===== src/shared/sec_defs.svh =====
`ifndef SEC_DEFS_SVH
`define SEC_DEFS_SVH

// register byte offsets on the apb bus
`define SEC_OFF_CMD      8'hb0
`define SEC_OFF_DATA     8'hb4

// command/status register field positions
`define SEC_BUSY_BIT     31
`define SEC_CODE_HI      30
`define SEC_CODE_LO      28
`define SEC_TOUT_BIT     9
`define SEC_LOAD_BIT     8
`define SEC_LOC_HI       7

// reset values
`define SEC_LOC_RST      8'h00
`define SEC_DATA_RST     8'h00

// operation codes written to the command field
`define SEC_CMD_READ     3'h0
`define SEC_CMD_WDIS     3'h1
`define SEC_CMD_WEN      3'h2
`define SEC_CMD_WRITE    3'h3
`define SEC_CMD_WRALL    3'h4
`define SEC_CMD_ERASE    3'h5
`define SEC_CMD_ERALL    3'h6
`define SEC_CMD_RELOAD   3'h7

// serial frame opcodes: start bit followed by two opcode bits
`define SEC_OP_READ      3'h6
`define SEC_OP_WRITE     3'h5
`define SEC_OP_ERASE     3'h7
`define SEC_OP_EXT       3'h4
`define SEC_EXT_WEN      2'h3
`define SEC_EXT_WDIS     2'h0
`define SEC_EXT_WRALL    2'h1
`define SEC_EXT_ERALL    2'h2

// frame lengths in serial clocks
`define SEC_FRAME_HDR    5'h0b
`define SEC_FRAME_FULL   5'h13

// reload image: signature byte then station address bytes
`define SEC_SIG          8'ha5
`define SEC_MAC_LAST     3'h6

// timing
`define SEC_CLK_NS       8
`define SEC_HALF_NS      500
`define SEC_HALF_CYC     ((`SEC_HALF_NS + `SEC_CLK_NS - 1) / `SEC_CLK_NS)
`define SEC_TOUT_MS      30
`define SEC_TOUT_CYC     (`SEC_TOUT_MS * 1000000 / `SEC_CLK_NS)

`endif


===== src/shared/sec_pkg.sv =====
package sec_pkg;
	// controller sequencing states
	typedef enum logic [2:0] {
		sec_idle,
		sec_shift,
		sec_gap,
		sec_poll
	} sec_state_t;
endpackage


===== src/hdl/sec_shift.sv =====
`timescale 1ns/100ps
`include "sec_defs.svh"

module sec_shift
	import sec_pkg::*;
(
	// clock and reset
	input  wire logic        pclk,
	input  wire logic        presetn,
	input  wire logic        ce,
	// frame request
	input  wire logic        start,
	input  wire logic [4:0]  nbits,
	input  wire logic [4:0]  nout,
	input  wire logic [18:0] tx,
	output logic             done,
	output logic [7:0]       rx,
	// serial pins
	input  wire logic        din_s,
	output logic             sclk,
	output logic             dout,
	output logic             drive_n
);
	logic [6:0]  cnt;
	logic [4:0]  left;
	logic [4:0]  oleft;
	logic [18:0] sh;
	logic        active;
	logic        tick;

	assign tick = active && (cnt == 7'(`SEC_HALF_CYC - 1));

	// half-period divider for the serial clock
	always_ff @(posedge pclk or negedge presetn) begin
		if (!presetn)
			cnt <= 7'h00;
		else if (ce)
			cnt <= (start || tick) ? 7'h00 : cnt + 7'h01;
	end

	// bit shifting, sampling on the rising serial clock
	always_ff @(posedge pclk or negedge presetn) begin
		if (!presetn) begin
			active  <= 1'b0;
			sclk    <= 1'b0;
			dout    <= 1'b0;
			drive_n <= 1'b1;
			sh      <= 19'h00000;
			left    <= 5'h00;
			oleft   <= 5'h00;
			rx      <= 8'h00;
			done    <= 1'b0;
		end else if (ce) begin
			done <= 1'b0;
			if (start) begin
				active  <= 1'b1;
				sclk    <= 1'b0;
				sh      <= tx;
				dout    <= tx[18];
				left    <= nbits;
				oleft   <= nout;
				drive_n <= 1'b0;
			end else if (tick) begin
				if (!sclk) begin
					sclk <= 1'b1;
					rx   <= {rx[6:0], din_s};
				end else begin
					sclk  <= 1'b0;
					left  <= left - 5'h01;
					oleft <= oleft - 5'h01;
					if (oleft == 5'h01)
						drive_n <= 1'b1; // release line for returned data
					if (left == 5'h01) begin
						active  <= 1'b0;
						done    <= 1'b1;
						dout    <= 1'b0;
						drive_n <= 1'b1;
					end else begin
						sh   <= {sh[17:0], 1'b0};
						dout <= sh[17];
					end
				end
			end
		end
	end
endmodule // sec_shift


===== src/hdl/sec_ctrl.sv =====
// Notes on behaviour
// - no answer in 30 ms: abandon, go idle
// - abandoned operation sets time-out flag bit 9
// - line pulled high: no time-out, busy clears
// - line low: only erase/write kinds time out
// - loaded flag bit 8 after valid reload
// - location from command bits 7:0, reset zero
// - data byte at 0xb4 bits 7:0
//
// Design decision made here: the APB register port.
`timescale 1ns/100ps
`include "sec_defs.svh"

module sec_ctrl
	import sec_pkg::*;
#(
	parameter logic [21:0] TOUT_CYC = 22'(`SEC_TOUT_CYC)
) (
	// clock, reset, clock enable
	input  wire logic        pclk,
	input  wire logic        presetn,
	input  wire logic        ce,
	// apb slave
	input  wire logic        psel,
	input  wire logic        penable,
	input  wire logic        pwrite,
	input  wire logic [7:0]  paddr,
	input  wire logic [31:0] pwdata,
	output logic [31:0]      prdata,
	output logic             pready,
	output logic             pslverr,
	// serial memory pins
	output logic             mem_cs,
	output logic             mem_sclk,
	output logic             mem_data_out,
	output logic             mem_data_oe_n,
	input  wire logic        mem_data_in,
	// loaded station address
	output logic [47:0]      station_addr
);
	sec_state_t  state;
	logic        busy;
	logic [2:0]  code;
	logic        tout_flag;
	logic        loaded;
	logic [7:0]  loc;
	logic [7:0]  data_byte;
	logic [2:0]  rld_idx;
	logic [6:0]  gap_cnt;
	logic [21:0] tout_cnt;
	logic        din_m;
	logic        din_s;
	logic        fr_start;
	logic        fr_done;
	logic [7:0]  fr_rx;
	logic [4:0]  fr_nbits;
	logic [4:0]  fr_nout;
	logic [18:0] fr_tx;
	logic        wr_cmd;
	logic        wr_data;
	logic        gap_end;
	logic        finish;
	logic        rld_ok;

	// register select, used by the read and the write paths
	function automatic logic sec_hit(input logic [7:0] a, input logic [7:0] off);
		return a == off;
	endfunction

	// commands that program the array and so must wait for ready
	function automatic logic sec_polls(input logic [2:0] c);
		return (c == `SEC_CMD_WRITE) || (c == `SEC_CMD_WRALL) ||
		       (c == `SEC_CMD_ERASE) || (c == `SEC_CMD_ERALL);
	endfunction

	// serial frame image for a command, left aligned
	function automatic logic [18:0] sec_frame(input logic [2:0] c, input logic [7:0] a, input logic [7:0] d);
		case (c)
			`SEC_CMD_READ:   return {`SEC_OP_READ, a, 8'h00};
			`SEC_CMD_RELOAD: return {`SEC_OP_READ, a, 8'h00};
			`SEC_CMD_WRITE:  return {`SEC_OP_WRITE, a, d};
			`SEC_CMD_ERASE:  return {`SEC_OP_ERASE, a, 8'h00};
			`SEC_CMD_WEN:    return {`SEC_OP_EXT, `SEC_EXT_WEN, 6'h00, 8'h00};
			`SEC_CMD_WDIS:   return {`SEC_OP_EXT, `SEC_EXT_WDIS, 6'h00, 8'h00};
			`SEC_CMD_WRALL:  return {`SEC_OP_EXT, `SEC_EXT_WRALL, 6'h00, d};
			`SEC_CMD_ERALL:  return {`SEC_OP_EXT, `SEC_EXT_ERALL, 6'h00, 8'h00};
			default:         return 19'h00000;
		endcase
	endfunction

	// apb decode: zero wait, unmapped access answered with an error
	assign pready  = 1'b1;
	assign pslverr = psel && penable &&
	                 !(sec_hit(paddr, `SEC_OFF_CMD) || sec_hit(paddr, `SEC_OFF_DATA));
	assign wr_cmd  = ce && psel && penable && pwrite && sec_hit(paddr, `SEC_OFF_CMD);
	assign wr_data = ce && psel && penable && pwrite && sec_hit(paddr, `SEC_OFF_DATA);

	// read data captured in the setup phase, stable through the access
	always_ff @(posedge pclk or negedge presetn) begin
		if (!presetn)
			prdata <= 32'h00000000;
		else if (ce && psel && !penable) begin
			prdata <= 32'h00000000;
			if (sec_hit(paddr, `SEC_OFF_CMD)) begin
				prdata[`SEC_BUSY_BIT]                <= busy;
				prdata[`SEC_CODE_HI:`SEC_CODE_LO]    <= code;
				prdata[`SEC_TOUT_BIT]                <= tout_flag;
				prdata[`SEC_LOAD_BIT]                <= loaded;
				prdata[`SEC_LOC_HI:0]                <= loc;
			end else if (sec_hit(paddr, `SEC_OFF_DATA))
				prdata[`SEC_LOC_HI:0] <= data_byte;
		end
	end

	// two-flop synchroniser on the returned data line
	always_ff @(posedge pclk or negedge presetn) begin
		if (!presetn) begin
			din_m <= 1'b0;
			din_s <= 1'b0;
		end else if (ce) begin
			din_m <= mem_data_in;
			din_s <= din_m;
		end
	end

	// frame parameters for the current command
	assign fr_tx    = sec_frame(code, (code == `SEC_CMD_RELOAD) ? {5'h00, rld_idx} : loc, data_byte);
	assign fr_nbits = (code == `SEC_CMD_READ || code == `SEC_CMD_RELOAD || code == `SEC_CMD_WRITE ||
	                   code == `SEC_CMD_WRALL) ? `SEC_FRAME_FULL : `SEC_FRAME_HDR;
	assign fr_nout  = (code == `SEC_CMD_WRITE || code == `SEC_CMD_WRALL) ? `SEC_FRAME_FULL : `SEC_FRAME_HDR;
	assign fr_start = ce && (state == sec_idle) && busy;
	assign gap_end  = (state == sec_gap) && (gap_cnt == 7'(`SEC_HALF_CYC - 1));
	// an operation ends after its gap, or when ready is seen while polling
	assign finish   = (gap_end && !sec_polls(code)) || ((state == sec_poll) && din_s);
	assign rld_ok   = (rld_idx != 3'h0) || (fr_rx == `SEC_SIG);

	// sequencer
	always_ff @(posedge pclk or negedge presetn) begin
		if (!presetn)
			state <= sec_idle;
		else if (ce) begin
			case (state)
				sec_idle:
					if (busy)
						state <= sec_shift;
				sec_shift:
					if (fr_done)
						state <= sec_gap;
				sec_gap:
					if (gap_end)
						state <= sec_polls(code) ? sec_poll : sec_idle;
				sec_poll:
					if (din_s || tout_cnt == TOUT_CYC - 22'h000001)
						state <= sec_idle;
				default:
					state <= sec_idle;
			endcase
		end
	end

	// chip select: high for the frame and while polling for ready
	always_ff @(posedge pclk or negedge presetn) begin
		if (!presetn)
			mem_cs <= 1'b0;
		else if (ce) begin
			if (fr_start || (gap_end && sec_polls(code)))
				mem_cs <= 1'b1;
			else if (fr_done || finish || state == sec_idle)
				mem_cs <= 1'b0;
		end
	end

	// gap timer between frame end and ready poll
	always_ff @(posedge pclk or negedge presetn) begin
		if (!presetn)
			gap_cnt <= 7'h00;
		else if (ce)
			gap_cnt <= (state == sec_gap) ? gap_cnt + 7'h01 : 7'h00;
	end

	// no-response timer, runs only while waiting for ready
	always_ff @(posedge pclk or negedge presetn) begin
		if (!presetn)
			tout_cnt <= 22'h000000;
		else if (ce)
			tout_cnt <= (state == sec_poll) ? tout_cnt + 22'h000001 : 22'h000000;
	end

	// busy, command code, location; reset starts the power-up reload
	always_ff @(posedge pclk or negedge presetn) begin
		if (!presetn) begin
			busy <= 1'b1;
			code <= `SEC_CMD_RELOAD;
			loc  <= `SEC_LOC_RST;
		end else if (ce) begin
			if (wr_cmd && !busy) begin
				busy <= pwdata[`SEC_BUSY_BIT];
				code <= pwdata[`SEC_CODE_HI:`SEC_CODE_LO];
				loc  <= pwdata[`SEC_LOC_HI:0];
			end else if (state == sec_poll && !din_s && tout_cnt == TOUT_CYC - 22'h000001)
				busy <= 1'b0;
			else if (finish && !(code == `SEC_CMD_RELOAD && rld_ok && rld_idx != `SEC_MAC_LAST))
				busy <= 1'b0;
		end
	end

	// reload byte index: signature then station address bytes
	always_ff @(posedge pclk or negedge presetn) begin
		if (!presetn)
			rld_idx <= 3'h0;
		else if (ce) begin
			if (state == sec_idle && !busy)
				rld_idx <= 3'h0;
			else if (finish && code == `SEC_CMD_RELOAD)
				rld_idx <= (rld_ok && rld_idx != `SEC_MAC_LAST) ? rld_idx + 3'h1 : 3'h0;
		end
	end

	// time-out flag: set on abandon, cleared when a new command starts
	always_ff @(posedge pclk or negedge presetn) begin
		if (!presetn)
			tout_flag <= 1'b0;
		else if (ce) begin
			if (state == sec_poll && !din_s && tout_cnt == TOUT_CYC - 22'h000001)
				tout_flag <= 1'b1;
			else if (wr_cmd && !busy && pwdata[`SEC_BUSY_BIT])
				tout_flag <= 1'b0;
		end
	end

	// address-loaded flag
	always_ff @(posedge pclk or negedge presetn) begin
		if (!presetn)
			loaded <= 1'b0;
		else if (ce) begin
			if (finish && code == `SEC_CMD_RELOAD && rld_idx == `SEC_MAC_LAST)
				loaded <= 1'b1;
			else if (fr_start && code == `SEC_CMD_RELOAD && rld_idx == 3'h0)
				loaded <= 1'b0;
		end
	end

	// data byte: hardware capture of a read wins over a software write
	always_ff @(posedge pclk or negedge presetn) begin
		if (!presetn)
			data_byte <= `SEC_DATA_RST;
		else if (ce) begin
			if (finish && code == `SEC_CMD_READ)
				data_byte <= fr_rx;
			else if (wr_data)
				data_byte <= pwdata[`SEC_LOC_HI:0];
		end
	end

	// station address bytes, one per reload index
	genvar gi;
	generate
		for (gi = 0; gi < 6; gi++) begin : g_sta
			always_ff @(posedge pclk or negedge presetn) begin
				if (!presetn)
					station_addr[gi*8 +: 8] <= 8'h00;
				else if (ce && finish && code == `SEC_CMD_RELOAD && rld_idx == 3'(gi + 1))
					station_addr[gi*8 +: 8] <= fr_rx;
			end
		end
	endgenerate

	// serial frame engine
	sec_shift u_shift (
		.pclk    (pclk),
		.presetn (presetn),
		.ce      (ce),
		.start   (fr_start),
		.nbits   (fr_nbits),
		.nout    (fr_nout),
		.tx      (fr_tx),
		.done    (fr_done),
		.rx      (fr_rx),
		.din_s   (din_s),
		.sclk    (mem_sclk),
		.dout    (mem_data_out),
		.drive_n (mem_data_oe_n)
	);
endmodule // sec_ctrl


===== config.mk =====
export PLATFORM = sky130hd
export DESIGN_NAME = sec_ctrl
export DESIGN_NICKNAME = d
export VERILOG_FILES = /design/src/shared/sec_pkg.sv /design/src/hdl/sec_shift.sv /design/src/hdl/sec_ctrl.sv
export VERILOG_INCLUDE_DIRS = /design/src /design/src/shared
export SDC_FILE = /design/constraint.sdc
export NUM_CORES = 1
export LEC_CHECK = 0
export ABC_AREA = 1
export BUFFER_PORTS_ARGS = -buffer_cell sky130_fd_sc_hd__buf_2
export CORE_MARGIN = 5
export CORE_UTILIZATION = 35
export CTS_BUF_LIST = sky130_fd_sc_hd__clkbuf_16
export CTS_CLUSTER_DIAMETER = 150
export CTS_CLUSTER_SIZE = 30
export DETAILED_ROUTE_END_ITERATION = 10
export SYNTH_ARGS = -nofsm -noshare
export SYNTH_HDL_FRONTEND = slang
export SYNTH_SLANG_ARGS = --single-unit

===== constraint.sdc =====
create_clock -name pclk -period 2 [get_ports pclk]
set_input_delay 0.1 -clock pclk [delete_from_list [all_inputs] [get_ports pclk]]
set_output_delay 0.1 -clock pclk [all_outputs]
set_load 0.02 [all_outputs]

==> qor.yml <==
place_inst: 1481
met2_usage: 0.2528
ys.flop_type: "dfrtp_1"
vdd_drop_max_mv: 0.6675
grt_pass1_wl_um: 35200
crit_arrival_ns: 2.28
grt-busiest-layer: "met2"
grt_usage: 0.1533
die_height_um: 165.9
r2r-end: "station_addr[12]"
insertion_delay_ns: 0.43
slew_headroom: 0.6292
grt_max_degree: 58
portBuffers: 93
nFillCells: 2424
die-width_um: 165.9
max_freq_mhz: 508.3
finalCriticalPeriod_ns: 1.967
setup_viol: 0
cts_buffer_depth: 2
worst-setup-path-type: "reg -> reg"
tightest_slew_ns: 0.5562
start_util: 0.3531
worst-r2r-cell-count: 12
drt_iter0_markers: 511
hold_path.class: "in -> reg"
stdcell_count: 1539
maxSlewViolCount: 0
vias_per_cell: 4.663
end_kind: "register"
post-route-period-util: 0.9837
hold_path_depth: 5
cts.sinks: 169
rsz0062_at_grt: "yes"
cts_tree: "built"
status: "completed"
synth_cell_type_count: 41
vias: 7176
cp-start-kind: "register"
route.detailed.drc: 0
finalPower_mw: 8.449
synth_area_sq_um: 8512
synth_edf_count: 0
async_flop_share: 1.000
ys.warnings.count: 0
clkSlewWorstSetupHoldPaths_ns: 0.07
h-tree-depth: 4
worst_ep_required_time_ns: 2.32
power.density_nw_per_um2: 804.8
cts_root_buf: "clkbuf_16"
io-pin-count: 133
drt-total-wl_um: 21360
r2r_slack_ns: 0.03
overflow: 0
firstDrtPassIters: 7
diodes: 0
die_area_sq_um: 27540
hp-start: "pwrite"
hold_end: "busy"
detail-route-antenna-nets: 0
ys_seq_elements: 169
dpl.hpwl_um: 15360
cts_buffers: 17
drive_above_1_share: 0.1959
maxCapViolCount: 0
crit_fanout: 10
grt_pass1_vias: 6898
r2r-start: "code[1]"
met1_usage: 0.2038
met3_usage: 0.02999
antenna_found_initial: 0
core-area_sq_um: 24110
utilization: 0.4355
hold_viol: 0
num_rows: 57
syn_area_per_cell_sq_um: 8.053
syn_inst: 1057
yosysSeqAreaShare: 0.4976
wl_per_cell_um: 13.88
synthToLayoutAreaGrowth_pct: 23.34
gp_congestion: 0.8234
fin_skew_ns: 0.006203
nets: 1268
p_leak_nw: 5.340
==> synthesized netlist by cell type, drive strengths merged, types with 7 or more instances <==
cell type  count  share of area
nand2        329           0.15
dfrtp        164           0.48
o21ai        112          0.066
inv          107          0.048
nor2          81          0.042
nand3         75          0.047
buf           39          0.034
a21oi         22          0.016
nor3          21          0.014
ha            19          0.028
clkbuf        16         0.0071
nand4         14          0.010
o22ai         13         0.0096
a31oi          9         0.0066
xor2           7         0.0072
==> logic make-up (layout without fill, tap and decap cells) <==
group,Yosys count,count (layout),share of synthesized area
buffers and inverters,162,303,0.08834
other,2,19,0.0008823
and+or+nand+nor,524,524,0.2636
adders and majority gates,19,19,0.02793
AOI/OAI and AO/OA,171,171,0.1114
DFF,169,169,0.4976
xor gates and xnor gates,10,10,0.01029
==> state kept, by name, summed over array words and instances, names as in the netlist, 2 cells and up <==
name,count
state,2
u_shift.sh,18
u_shift.left,5
u_shift.oleft,5
prdata,14
loc,8
u_shift.cnt,7
gap_cnt,7
code,3
u_shift.rx,8
rld_idx,3
station_addr,48
data_byte,8
tout_cnt,22
==> metal layers <==
| metal | vias up | wire (um) |
|---|---|---|
| li1 | 3673 | - |
| met1 | 3345 | 9773 |
| met2 | 140 | 10320 |
| met3 | 18 | 912 |
| met4 | 0 | 351 |
| met5 | - | 0 |
==> report_power, final <==
group / internal (mW) / switching [mW] / total [mW]
Combinational: 0.405 / 0.667 / 1.07
Clock: 1.99 / 1.46 / 3.46
Sequential: 3.69 / 0.226 / 3.92
==> area by class of cell <==
type	instances	area, sq um	area share
timing repair buffer	164	1140	0.1086
clock inverter	15	190.2	0.01811
sequential	169	4235	0.4034
clock buffer	17	425.4	0.04052
inverter	107	409.1	0.03897
tap	324	405.4	0.03861
multi-input combinational	743	3694	0.3518
==> placed cells by master, fill, tap and decap left out, types with 4 or more instances in the layout <==
| cell | instances |
|---|---|
| nand2_4 | 6 |
| nand2_2 | 8 |
| inv_2 | 8 |
| o22ai_1 | 13 |
| clkbuf_16 | 20 |
| nand2_1 | 315 |
| a21oi_1 | 20 |
| nand3_2 | 4 |
| buf_2 | 92 |
| dfstp_2 | 5 |
| o21a_1 | 4 |
| a31oi_1 | 9 |
| inv_1 | 96 |
| nor2_1 | 68 |
| nor3_1 | 20 |
| xor2_1 | 7 |
| dfrtp_1 | 164 |
| o21ai_0 | 88 |
| nor2_2 | 6 |
| nand4_1 | 14 |
| nand3_1 | 70 |
| ha_1 | 15 |
| o21ai_1 | 23 |
| dlygate4sd3_1 | 15 |
| inv_6 | 5 |
| conb_1 | 19 |
| buf_4 | 48 |
| nor2_4 | 7 |
==> repair_timing <==
action	4_1_cts	5_1_grt
pin swaps	0	25
endpoints found under the setup margin	7	77
endpoints found under the hold margin	74	0
gates resized for setup	3	28
hold buffers	15	0
setup buffers	0	8
gates cloned	0	3
==> worst max-delay path, stage by stage (launching register included) <==
cell	delay [ns]
dfstp_2	0.54
buf_4	0.16
ha_2	0.21
nand2_2	0.07
nand2_4	0.09
nor2_4	0.05
nand3_2	0.07
nand2_4	0.08
nand3_4	0.17
inv_2	0.10
buf_4	0.17
nand3_1	0.08
nand2_1	0.07
==> how the worst max path moves through the flow <==
| stage | cells past startpoint | from | slack [ns] | endpoint |
|---|---|---|---|---|
| after floorplan | 12 | code[0] | 0.11 | station_addr[24] |
| after detailed placement | 7 | state[1] | -0.004 | u_shift.sh[4] |
| after global routing | 12 | code[1] | -0.09 | station_addr[22] |
| after global placement | 12 | code[0] | 0.02 | station_addr[46] |
| final | 12 | code[1] | 0.03 | station_addr[12] |
| after CTS | 12 | code[0] | 0.02 | station_addr[46] |
==> stage by stage <==
stage	hold slack, ns	TNS, ns	area (sq um)	setup slack, ns
4_1_cts	0.01463	0	10260	0.01564
5_1_grt	0.04326	-2.742	10500	-0.08529
2_1_floorplan	-0.1956	0	8576	0.1118
6_report	0.03397	0	10500	0.03263
3_3_place_gp	0.1101	0	9483	0.01954
3_5_place_dp	0.1114	-0.004357	9483	-0.004357
(Power assumes the default switching activity.)
